$ cat config.mk
export PLATFORM = sky130hd
export DESIGN_NAME = swi_top
export DESIGN_NICKNAME = d
export VERILOG_FILES = /design/src/rtl/swi_pkg.sv /design/src/rtl/swi_top.sv
export VERILOG_INCLUDE_DIRS = /design/src /design/src/rtl
export SDC_FILE = /design/constraint.sdc
export NUM_CORES = 1
export LEC_CHECK = 0
export ABC_AREA = 1
export BUFFER_PORTS_ARGS = -buffer_cell sky130_fd_sc_hd__buf_2
export CAP_MARGIN = 5
export CORE_MARGIN = 10
export CORE_UTILIZATION = 49
export CTS_BUF_LIST = sky130_fd_sc_hd__clkbuf_4 sky130_fd_sc_hd__clkbuf_8
export DETAILED_ROUTE_END_ITERATION = 10
export PLACE_DENSITY = 0.78
export SYNTH_ARGS = -nofsm -noshare
export SYNTH_HDL_FRONTEND = slang
export SYNTH_SLANG_ARGS = --single-unit
$ cat constraint.sdc
create_clock -name mclk_in -period 1.8 [get_ports mclk_in]
set_clock_uncertainty 0.15 [all_clocks]
set_input_delay 0.09 -clock mclk_in [delete_from_list [all_inputs] [get_ports mclk_in]]
set_output_delay 0.09 -clock mclk_in [all_outputs]
set_load 0.005 [all_outputs]
$ cat src/rtl/swi_map.svh
// register offsets, field positions and reset values of the port interrupt block
`ifndef SWI_MAP_SVH
`define SWI_MAP_SVH

`define SWI_OFF_CMD       12'h004
`define SWI_OFF_MSI_CTL   12'h048
`define SWI_OFF_MSI_ADDLO 12'h04C
`define SWI_OFF_MSI_ADDHI 12'h050
`define SWI_OFF_MSI_DATA  12'h054
`define SWI_OFF_MSI_MASK  12'h058
`define SWI_OFF_PIN_CTL   12'h1C8
`define SWI_OFF_EV_FLAG   12'h1D0
`define SWI_OFF_EV_MASK   12'h1D4
`define SWI_OFF_STATE     12'h1D8

`define SWI_BIT_INT_DIS   10
`define SWI_BIT_INT_STS   19
`define SWI_BIT_MSI_EN    16
`define SWI_BIT_MSI_64    23
`define SWI_BIT_PIN_EN    4
`define SWI_BIT_MSI_MASK  0

`define SWI_MSI_CAP_ID    8'h05
`define SWI_MSI_NEXT_PTR  8'h00
`define SWI_EV_MASK_RST   8'h00
`define SWI_EV_HP_COUNT   6

`endif

$ cat src/rtl/swi_pkg.sv
// types shared by the port interrupt block and its surroundings
package swi_pkg;

  localparam int SWI_NUM_EV = 8;

  typedef enum logic [1:0] {
    SWI_INTA,
    SWI_INTB,
    SWI_INTC,
    SWI_INTD
  } swi_intx_t;

  // one assert or deassert interrupt message
  typedef struct packed {
    logic      valid;
    logic      raise;
    swi_intx_t kind;
  } swi_msg_t;

  // classic wishbone request from the master
  typedef struct packed {
    logic        cyc;
    logic        stb;
    logic        we;
    logic [11:0] adr;
    logic [3:0]  sel;
    logic [31:0] dat;
  } swi_wb_req_t;

  // single dword memory write carrying an msi
  typedef struct packed {
    logic        valid;
    logic [63:0] addr;
    logic [31:0] data;
  } swi_msi_wr_t;

endpackage

$ cat src/rtl/swi_top.sv
// per-port interrupt generation and upstream intx collapsing
//
// Notes on behaviour
// - Eight event inputs: five hot-plug, link state, ram ecc, error queue overflow.
// - Pin enable steers hot-plug/link events to the pin instead of INTA messages.
// - With pin enable set, error interrupts drive the pin in step with the internal INTA level.
// - Locally generated messages are always INTA; forwarded ones may be any type.
// - A request sets interrupt status; INTx enabled sends Assert_INTA upstream.
// - Each event has its own mask; only unmasked events raise a request.
// - Messages from downstream devices are forwarded, never regenerated locally.
// - Upstream remaps type by device number: rotate by zero, one, two or three.
// - Remapped sources OR into four levels; edges become assert/deassert messages.
// - MSI and INTx are never active together; MSI enable masks INTx even with interrupt disable 0.
// - An MSI capability with identifier 05h is presented.
// - Multiple message enable and capable fields always read zero.
// - The 64-bit address capable bit reads one.
// - With MSI on, an event writes one dword: low data half, upper zero.
// - After one MSI no new one until the mask bit is serviced.
// - Pin active only with interrupt disable 0, MSI off and pin enable 1.
// - With MSI enabled no pin activity and no INTx messages for local events.
// - Forwarding of downstream INTx is always enabled.
// - Local interrupt start and end send Assert_INTA / Deassert_INTA upstream.
//
// Design decisions made here: the Wishbone register port and the placing of the registers.
`timescale 1ns/1ps
`include "swi_map.svh"

module swi_top #(
  parameter int                NUM_DS    = 8,
  parameter logic [NUM_DS*4-1:0] DS_DEVNUM = 32'h8765_4321
) (
  // clock and reset
  input  wire logic                             mclk_in,
  input  wire logic                             rst_n_in,
  // register bus
  input  wire swi_pkg::swi_wb_req_t             wb_req_in,
  output logic [31:0]                           wb_dat_out,
  output logic                                  wb_ack_out,
  // interrupt events, one-cycle pulses
  input  wire logic [swi_pkg::SWI_NUM_EV-1:0]   event_in,
  // messages arriving from downstream ports
  input  wire swi_pkg::swi_msg_t [NUM_DS-1:0]   ds_fwd_msg_in,
  input  wire swi_pkg::swi_msg_t [NUM_DS-1:0]   ds_int_msg_in,
  // local message toward the upstream port
  output swi_pkg::swi_msg_t                     loc_msg_out,
  // collapsed messages toward the host
  output swi_pkg::swi_msg_t                     up_msg_out,
  // msi memory write
  output swi_pkg::swi_msi_wr_t                  msi_wr_out,
  input  wire logic                             msi_ready_in,
  // interrupt pin
  output logic                                  interrupt_pin_n_out
);
  import swi_pkg::*;

  localparam int EV = SWI_NUM_EV;
  localparam int HP = `SWI_EV_HP_COUNT;

  typedef struct packed {
    logic [EV-1:0]       flags;
    logic [EV-1:0]       evmask;
    logic                int_disable;
    logic                int_status;
    logic                msi_en;
    logic [63:0]         msi_addr;
    logic [15:0]         msi_data;
    logic                msi_mask;
    logic                mask_prev;
    logic                pin_en;
    logic                pin_act;
    logic                intx_prev;
    logic                req_prev;
    logic                msi_pend;
    logic                msi_block;
    logic                msi_valid;
    swi_msg_t            loc_msg;
    logic [NUM_DS*4-1:0] fwd_lvl;
    logic [NUM_DS*4-1:0] dsi_lvl;
    logic [3:0]          up_sent;
    swi_msg_t            up_msg;
    logic                ack;
    logic [31:0]         rdat;
  } swi_state_t;

  swi_state_t st;
  swi_state_t next_st;

  // byte lanes to bit mask
  function automatic logic [31:0] lane_mask(input logic [3:0] sel);
    logic [31:0] m;
    m = '0;
    for (int b = 0; b < 4; b++) begin
      m[b*8 +: 8] = {8{sel[b]}};
    end
    return m;
  endfunction

  // type rotation by device number
  function automatic swi_intx_t remap(input logic [1:0] kind, input logic [3:0] dev);
    return swi_intx_t'(2'(kind + dev[1:0]));
  endfunction

  function automatic logic [31:0] read_reg(input logic [11:0] adr, input swi_state_t s);
    logic [31:0] r;
    r = '0;
    case (adr)
      `SWI_OFF_CMD: begin
        r[`SWI_BIT_INT_DIS] = s.int_disable;
        r[`SWI_BIT_INT_STS] = s.int_status;
      end
      `SWI_OFF_MSI_CTL: begin
        r[7:0]              = `SWI_MSI_CAP_ID;
        r[15:8]             = `SWI_MSI_NEXT_PTR;
        r[`SWI_BIT_MSI_EN]  = s.msi_en;
        r[`SWI_BIT_MSI_64]  = 1'b1;
      end
      `SWI_OFF_MSI_ADDLO: r = {s.msi_addr[31:2], 2'b00};
      `SWI_OFF_MSI_ADDHI: r = s.msi_addr[63:32];
      `SWI_OFF_MSI_DATA:  r = {16'h0000, s.msi_data};
      `SWI_OFF_MSI_MASK:  r[`SWI_BIT_MSI_MASK] = s.msi_mask;
      `SWI_OFF_PIN_CTL:   r[`SWI_BIT_PIN_EN] = s.pin_en;
      `SWI_OFF_EV_FLAG:   r[EV-1:0] = s.flags;
      `SWI_OFF_EV_MASK:   r[EV-1:0] = s.evmask;
      `SWI_OFF_STATE:     r[9:0] = {s.up_sent, s.pin_act, s.intx_prev,
                                    s.msi_valid, s.msi_block, s.msi_pend, s.int_status};
      default:            r = '0;
    endcase
    return r;
  endfunction

  logic          hp_req;
  logic          err_req;
  logic          any_req;
  logic          intx_en;
  logic          intx_lvl;
  logic          wr_go;
  logic [31:0]   wm;
  logic [31:0]   wd;
  logic [3:0]    agg;

  always_comb begin
    logic found;
    logic [3:0] dev;
    found   = 1'b0;
    dev     = '0;
    next_st = st;
    next_st.ack          = 1'b0;
    next_st.loc_msg.valid = 1'b0;
    next_st.up_msg.valid  = 1'b0;

    // masked requests
    hp_req  = |(st.flags[HP-1:0] & ~st.evmask[HP-1:0]);
    err_req = |(st.flags[EV-1:HP] & ~st.evmask[EV-1:HP]);
    any_req = hp_req | err_req;
    intx_en = ~st.int_disable & ~st.msi_en;
    intx_lvl = intx_en & (err_req | (hp_req & ~st.pin_en));

    // bus slave: ack one cycle after the request, write on the acked edge
    wr_go = wb_req_in.cyc & wb_req_in.stb & wb_req_in.we & st.ack;
    wm    = lane_mask(wb_req_in.sel);
    wd    = wb_req_in.dat & wm;
    if (wb_req_in.cyc && wb_req_in.stb && !st.ack) begin
      next_st.ack  = 1'b1;
      next_st.rdat = read_reg(wb_req_in.adr, st);
    end

    // sticky flags, set beats clear
    next_st.flags      = st.flags | event_in;
    next_st.int_status = st.int_status | any_req;
    if (wr_go) begin
      case (wb_req_in.adr)
        `SWI_OFF_CMD: begin
          if (wm[`SWI_BIT_INT_DIS]) next_st.int_disable = wd[`SWI_BIT_INT_DIS];
          if (wd[`SWI_BIT_INT_STS]) next_st.int_status = any_req;
        end
        `SWI_OFF_MSI_CTL:
          if (wm[`SWI_BIT_MSI_EN]) next_st.msi_en = wd[`SWI_BIT_MSI_EN];
        `SWI_OFF_MSI_ADDLO: next_st.msi_addr[31:0] = (st.msi_addr[31:0] & ~wm) | wd;
        `SWI_OFF_MSI_ADDHI: next_st.msi_addr[63:32] = (st.msi_addr[63:32] & ~wm) | wd;
        `SWI_OFF_MSI_DATA:
          next_st.msi_data = (st.msi_data & ~wm[15:0]) | wd[15:0];
        `SWI_OFF_MSI_MASK:
          if (wm[`SWI_BIT_MSI_MASK]) next_st.msi_mask = wd[`SWI_BIT_MSI_MASK];
        `SWI_OFF_PIN_CTL:
          if (wm[`SWI_BIT_PIN_EN]) next_st.pin_en = wd[`SWI_BIT_PIN_EN];
        `SWI_OFF_EV_FLAG:
          next_st.flags = (st.flags & ~wd[EV-1:0]) | event_in;
        `SWI_OFF_EV_MASK:
          next_st.evmask = (st.evmask & ~wm[EV-1:0]) | wd[EV-1:0];
        default: begin
        end
      endcase
    end

    // pin and local INTA message
    next_st.pin_act = intx_en & st.pin_en & (hp_req | err_req);
    if (intx_lvl != st.intx_prev) begin
      next_st.intx_prev     = intx_lvl;
      next_st.loc_msg.valid = 1'b1;
      next_st.loc_msg.raise = intx_lvl;
      next_st.loc_msg.kind  = SWI_INTA;
    end

    // msi: edge of the request, one write, then wait for mask service
    next_st.req_prev  = any_req;
    next_st.mask_prev = st.msi_mask;
    if (!st.msi_en) begin
      next_st.msi_pend = 1'b0;
    end else if (any_req && !st.req_prev) begin
      next_st.msi_pend = 1'b1;
    end
    if (st.msi_mask && !st.mask_prev) begin
      next_st.msi_block = 1'b0;
    end
    if (st.msi_valid) begin
      if (msi_ready_in) begin
        next_st.msi_valid = 1'b0;
        next_st.msi_block = 1'b1;
      end
    end else if (st.msi_pend && !st.msi_block && !st.msi_mask && st.msi_en) begin
      next_st.msi_valid = 1'b1;
      next_st.msi_pend  = 1'b0;
    end

    // downstream levels, always tracked
    for (int i = 0; i < NUM_DS; i++) begin
      if (ds_fwd_msg_in[i].valid) begin
        next_st.fwd_lvl[i*4 + int'(ds_fwd_msg_in[i].kind)] = ds_fwd_msg_in[i].raise;
      end
      if (ds_int_msg_in[i].valid) begin
        next_st.dsi_lvl[i*4] = ds_int_msg_in[i].raise;
      end
    end

    // collapse into four levels
    agg = '0;
    agg[0] = st.intx_prev;
    for (int i = 0; i < NUM_DS; i++) begin
      dev = DS_DEVNUM[i*4 +: 4];
      for (int k = 0; k < 4; k++) begin
        if (st.fwd_lvl[i*4+k] || st.dsi_lvl[i*4+k]) begin
          agg[remap(2'(k), dev)] = 1'b1;
        end
      end
    end

    // one message per cycle, lowest type first
    for (int j = 0; j < 4; j++) begin
      if (!found && agg[j] != st.up_sent[j]) begin
        found                = 1'b1;
        next_st.up_sent[j]   = agg[j];
        next_st.up_msg.valid = 1'b1;
        next_st.up_msg.raise = agg[j];
        next_st.up_msg.kind  = swi_intx_t'(2'(j));
      end
    end
  end

  always_ff @(posedge mclk_in or negedge rst_n_in) begin
    if (!rst_n_in) begin
      st        <= '0;
      st.evmask <= `SWI_EV_MASK_RST;
    end else begin
      st <= next_st;
    end
  end

  assign wb_dat_out          = st.rdat;
  assign wb_ack_out          = st.ack;
  assign loc_msg_out         = st.loc_msg;
  assign up_msg_out          = st.up_msg;
  assign msi_wr_out.valid    = st.msi_valid;
  assign msi_wr_out.addr     = {st.msi_addr[63:2], 2'b00};
  assign msi_wr_out.data     = {16'h0000, st.msi_data};
  assign interrupt_pin_n_out = ~st.pin_act;

endmodule

==> flow_summary.yaml, run 1 <==
run_status:
  status: "complete, but fails checks"
  violations: "negative setup slack"
grt:
  grt_use_met3_pct: 6.595
  grt_pass1_wl_um: 47670
  grtUsageMet1_pct: 27.04
  grt_max_degree: 52
  grt_overflow: 0
  grt_use_met2_pct: 39.34
  grtUsageTotal_pct: 22.82
  grt_pass1_vias: 9057
  grt-busiest-layer: "met2"
  antenna_found_initial: 1
synthesis:
  synth_area_um2: 9684
  synthXorXnorAreaFrac_pct: 0.09044
  synth.distinct_cells: 42
  yosys.area_share.simple_pct: 23.67
  ys.flop_type: "dfrtp_1"
  avgSynthCellArea_um2: 8.385
  yosysWarnings: 0
  synthCells: 1155
  synth_top_family_by_area: "simple AND/OR/NAND/NOR gates"
  async_flop_share_pct: 100.0
  synth.area.top_cells: "dfrtp_1 (49%), nand2_1 (12%), buf_4 (11%)"
  synth_compound_area_share_pct: 9.522
  muxShareOfSynthArea_pct: 1.628
  synth_fa_ha_area_share_pct: 0.1292
  netlist.area_leader.share_pct: 48.58
  yosysTopAreaCell: "dfrtp_1"
  synth-edff-count: 0
  ys_seq_elements: 188
  ys_seq_area_share_pct: 48.58
detailed_routing:
  wl_um: 30200
  drtAntennaViolNets: 0
  drt_iter0_drc: 754
  viasPerCell: 5.103
  via_count: 8797
  dr.pass1.iters: 6
  wl_per_cell_um: 17.52
  drc_errors: 0
job:
  maxCapViolations: 0
floorplan:
  io_pins: 265
  coreArea_um2: 19460
  die_w_um: 160.6
  dieArea_um2: 25790
  start_util_pct: 49.76
  rows: 51
  die_y_um: 160.6
timing:
  finalCritPeriodShare_pct: 105.3
  relSlewSlack_pct: 49.22
  hold_viol: 0
  slew_viol_final: 0
  fin_crit_ns: 1.896
  rsz0062_at_grt: "true"
  setup_violations: 5
  tns_ns: -0.3153
  fmax_mhz: 527.5
  setup_ws_ns: -0.09563
  worstMarginPinSlew_ns: 0.7608
cts:
  root_buffer: "clkbuf_8"
  numCtsBuffers: 17
  htree_num_levels: 4
  clkLatencyLatePin_ns: 0.47
  cts.sinks: 188
  cts_max_path_buffers: 2
  path_clk_slew_ns: 0.11
  cts_tree: "built"
finish:
  layout.nets: 1572
  area_growth_pct: 28.84
  fin_cells: 1724
  n_fill_cell: 1513
  drive_above_1_share_pct: 26.06
setup_path:
  startpoint_type: "flop"
  worst_path_max_delay_cell: "dfrtp_1"
  worst-path-buf-inv: 1
  max_stage_delay_ns: 0.43
  crit_required_ns: 2.04
  cp_cell_sequence: "nor4_4 > nand3_2 > ha_4 > buf_4 > nand2_4 > nor2_4 > nor2_1 > a21oi_1"
  end_kind: "flop"
  path_delay_family: "simple AND/OR/NAND/NOR gates"
  cp_data_arrival_time_ns: 2.14
  critPathKind: "reg -> reg"
  crit_path_max_fanout: 4
pwr:
  power_w: 0.009380
  power_density_nw_per_um2: 751.8
  peakVddDrop_uv: 590.4
  leakage_nw: 6.693
min_path:
  hp-class: "in -> reg"
placed_design:
  globalplace.congestion: 0.8946
  dp_cells: 1551
  dp_hpwl_um: 20740
  port_buffers: 228
## synthesized netlist by cell type, types with 4 or more instances
cell type	number
nand2_1	304
dfrtp_1	188
buf_4	140
inv_1	106
o21ai_0	99
nand3_1	75
nor2_1	69
nand4_1	21
o21ai_1	17
a31oi_1	15
nand2_2	12
buf_2	9
clkbuf_1	9
o21bai_1	9
a21oi_1	7
mux2_1	7
mux2_2	7
nor2_2	6
o211ai_1	5
o22ai_1	5
nor2_4	4
nor3_1	4
o21ai_2	4
## per-stage QoR
| stage | worst slack [ns] | utilization (%) | area [um^2] | hold WS (ns) |
|---|---|---|---|---|
| 3_5_place_dp | -0.1226 | 53.92 | 10490 | -0.06561 |
| 5_1_grt | -0.2076 | 64.11 | 12480 | 0.09645 |
| 4_1_cts | -0.04115 | 63.44 | 12350 | 0.05090 |
| 6_report | -0.09563 | 64.11 | 12480 | 0.07947 |
| 2_1_floorplan | 0.03906 | - | 9756 | -0.3556 |
| 3_3_place_gp | -0.1252 | 53.92 | 10490 | -0.06427 |
## worst min-delay path, delay by kind of cell
kind	cells	cell delay, ns
buffers and inverters	2	0.29
AND/OR/NAND/NOR	4	0.29
## worst paths after layout
path / from / to / slack [ns] / cells past startpoint
min in group asynchronous: rst_n_in / wb_dat_out[23]$_DFFE_PN0P_ / 0.48 / 3
min: wb_req_in[50] / wb_dat_out[6]$_DFFE_PN0P_ / 0.08 / 6
max in group asynchronous: rst_n_in / async pin / 0.46 / 4
min reg2reg: wb_dat_out[4]$_DFFE_PN0P_ / wb_dat_out[4]$_DFFE_PN0P_ / 0.34 / 2
max reg2reg: st[79]$_DFFE_PN0P_ / st[40]$_DFFE_PN0P_ / -0.1 / 8
max: st[79]$_DFFE_PN0P_ / st[40]$_DFFE_PN0P_ / -0.1 / 8
## timing repair
item                                    4_1_cts  5_1_grt
gates cloned                                  0        0
setup buffers                                 1        7
resized for setup                             9       25
endpoints found under the hold margin       335        0
pin swaps                                     5        6
hold buffers                                137        0
endpoints found under the setup margin        6      113
## logic make-up after synthesis
family / after synthesis
mux: 14
fa+ha+maj: 1
other cells: 1
simple gates: 512
compound gates: 166
buf+inv: 272
xor+xnor: 1
flops: 188
## power by group
| part | internal (W) | leakage (nW) | switching, W |
|---|---|---|---|
| combinational | 0.000794 | 4.14 | 0.000881 |
| sequential | 0.00448 | 2.33 | 0.000177 |
| clock | 0.00144 | 0.217 | 0.00161 |
## layout make-up
class / instances / area [um^2] / share of cell area [%]
clock buffers: 18 / 247.7 / 1.986
flip-flops and latches: 188 / 4705 / 37.71
inverters: 111 / 424.2 / 3.400
multi-input cells: 714 / 3593 / 28.80
clock inverters: 14 / 180.2 / 1.444
well taps: 265 / 331.6 / 2.657
diodes: 1 / 2.502 / 0.02006
repair buffers: 413 / 2993 / 23.99
## metal layers
metal | routed length, um | part of all wire (%)
met1 | 11710 | 39
met2 | 15260 | 51
met3 | 2657 | 8.8
met4 | 568 | 1.9
met5 | 0 | 0
## layout by cell type (no fill, tap or decap), types with 4 or more instances in the layout
cell,synthesis,layout
clkbuf_8,0,19
mux2_2,7,7
a31oi_1,15,15
nand3_1,75,72
nor2_1,69,66
a21oi_1,7,5
nor3_2,3,4
o21ai_2,4,4
mux2_1,7,7
buf_12,0,9
inv_1,106,105
o211ai_1,5,5
o21ai_1,17,21
nand2_2,12,10
o22ai_1,5,5
buf_2,9,226
nor2_4,4,8
inv_6,0,5
conb_1,1,20
buf_4,140,43
dfrtp_1,188,188
nand4_1,21,21
o21ai_0,99,95
nand2_1,304,301
nand2_4,3,8
dlygate4sd3_1,0,131
nor2_2,6,5
o21bai_1,9,8
(Power assumes the default switching activity.)
==> run 2, diff against run 1 <==
Settings changed: SKIP_LAST_GASP from default to 1.
==> run 2 against run 1 <==
Effect of this change:
- the flow still finishes with violations (negative setup slack)
- power is 0.13% lower
- count of clock-buffer cells in the layout stayed put
- die area is the same
- maximum frequency is 0.81% higher
- wire length about the same
- sequential share of layout area about the same
- non-clock buffer count did not move
- worst hold slack worse by 0.0054 ns
- critical endpoint is now up_msg_out[2]$_DFFE_PN0P_
- first-iteration DRC count rose by 0.93%
- core utilization down 0.077 points
==> flow_summary.yaml, run 2 (synthesis gave the netlist of run 1 again) <==
run_status:
  status: "complete, but fails checks"
  violations: "negative setup slack"
job:
  maxCapViolations: 0
floorplan:
  start_util_pct: 49.76
  dieArea_um2: 25790
  coreArea_um2: 19460
  die_w_um: 160.6
  rows: 51
  io_pins: 265
  die_y_um: 160.6
setup_path:
  crit_path_max_fanout: 4
  startpoint_type: "flop"
  critPathKind: "reg -> reg"
  reg2reg_from: "st[79]$_DFFE_PN0P_"
  crit_required_ns: 2.04
  startpoint: "st[79]$_DFFE_PN0P_"
  r2r_setup_slack_ns: -0.08
  cp_data_arrival_time_ns: 2.12
  end_kind: "flop"
timing:
  relSlewSlack_pct: 49.65
  worstMarginPinSlew_ns: 0.7545
  slew_viol_final: 0
  finalCritPeriodShare_pct: 104.5
  rsz0062_at_grt: "true"
  hold_viol: 0
  setup_ws_ns: -0.08041
  setup_violations: 5
  fin_crit_ns: 1.880
  fmax_mhz: 531.8
  whs_ns: 0.07406
detailed_routing:
  dr.pass1.iters: 5
  wl_met3_um: 2699
  top_layer: "met4"
  wl_per_cell_um: 17.50
  drtAntennaViolNets: 0
  dr_wl_met2_um: 15230
  via_count: 8783
  drc_errors: 0
  wl_um: 30170
  wl_met1_um: 11700
  viasPerCell: 5.095
  drt_iter0_drc: 761
cts:
  root_buffer: "clkbuf_8"
  cts_max_path_buffers: 2
  cts_tree: "built"
  cts.sinks: 188
  clkLatencyLatePin_ns: 0.47
  htree_num_levels: 4
  path_clk_slew_ns: 0.11
  numCtsBuffers: 17
pwr:
  peakVddDrop_uv: 587.2
  power_w: 0.009368
  leakage_nw: 6.687
  power_density_nw_per_um2: 751.7
finish:
  n_fill_cell: 1520
  final_cell_mix: "nand2_1 (301), buf_2 (226), dfrtp_1 (188)"
  multiInputGateArea_um2: 3578
  area_growth_pct: 28.68
  fin_cells: 1724
  regArea_um2: 4705
  layout.nets: 1572
  drive_above_1_share_pct: 25.79
  final_common_cell: "nand2_1"
grt:
  grt_pass1_wl_um: 47670
  grt_max_degree: 52
  grt_pass1_vias: 9057
  antenna_found_initial: 1
  grtUsageTotal_pct: 22.82
  grt_overflow: 0
placed_design:
  port_buffers: 228
  globalplace.congestion: 0.8946
  dpl_worst_slack_ns: -0.1226
  dp_hpwl_um: 20740
  dp_cells: 1551
min_path:
  hp-class: "in -> reg"
  hold_start: "wb_req_in[50]"
==> run 2: changes by cell type in the layout (fill, tap and decap cells not counted) <==
cell      before  now
a21oi_1        5    6
nor2_2         5    4
nor2_1        66   67
o21bai_1       8    9
o21ai_1       21   20
o21ai_0       95   96
nand3_2        3    2
o21bai_2       1    0
a21oi_2        2    1
nand3_1       72   73
==> run 2: final timing paths <==
path,end,cells after the start
max,up_msg_out[2]$_DFFE_PN0P_,7
max reg2reg,up_msg_out[2]$_DFFE_PN0P_,7
min reg2reg,wb_dat_out[4]$_DFFE_PN0P_,2
max in group asynchronous,async pin,4
min,wb_dat_out[6]$_DFFE_PN0P_,6
min in group asynchronous,wb_dat_out[23]$_DFFE_PN0P_,3
==> run 2: worst max-delay path, stage by stage (launching register included) <==
cell	delay [ns]
dfrtp_1	0.43
nor4_4	0.29
nand3_2	0.14
ha_4	0.32
inv_2	0.05
a21oi_2	0.14
nand2_1	0.09
a21oi_1	0.19
==> run 2: metrics by stage <==
stage	area [um^2]	util, %	TNS, ns
finish	12460	64.03	-0.3231
global placement	10490	53.92	-0.4155
detailed placement	10490	53.92	-0.4734
global route	12460	64.03	-1.090
CTS	12350	63.44	-0.1276
floorplan	9756	-	0
==> run 2: cell type report <==
type	count	area share (%)
Sequential cell	188	37.75
Multi-Input combinational cell	714	28.71
Timing Repair Buffer	413	24.02
Inverter	111	3.404
Tap cell	265	2.661
Clock buffer	18	1.988
Clock inverter	14	1.446
Antenna cell	1	0.02008
==> run 2: power by group <==
part	switching [W]	internal [W]	leakage (nW)	total, W
sequential	0.000178	0.00448	2.33	0.00465
clock	0.00163	0.00144	0.217	0.00307
combinational	0.000866	0.000778	4.14	0.00164
total	0.00267	0.00670	6.69	0.00937
==> run 2: per-layer routing <==
metal / vias to the layer above / GRT usage (%)
met3: 43 / 6.595
met4: 0 / 6.636
met2: 380 / 39.34
li1: 4157 / -
met1: 4203 / 27.04
met5: - / 0
==> run 2: what timing repair did <==
| item | CTS | global route |
|---|---|---|
| setup endpoints to repair | 6 | 113 |
| hold buffers | 137 | 0 |
| setup buffers | 1 | 7 |
| hold endpoints to repair | 335 | 0 |
| pin swaps | 5 | 7 |
| resized for setup | 8 | 21 |
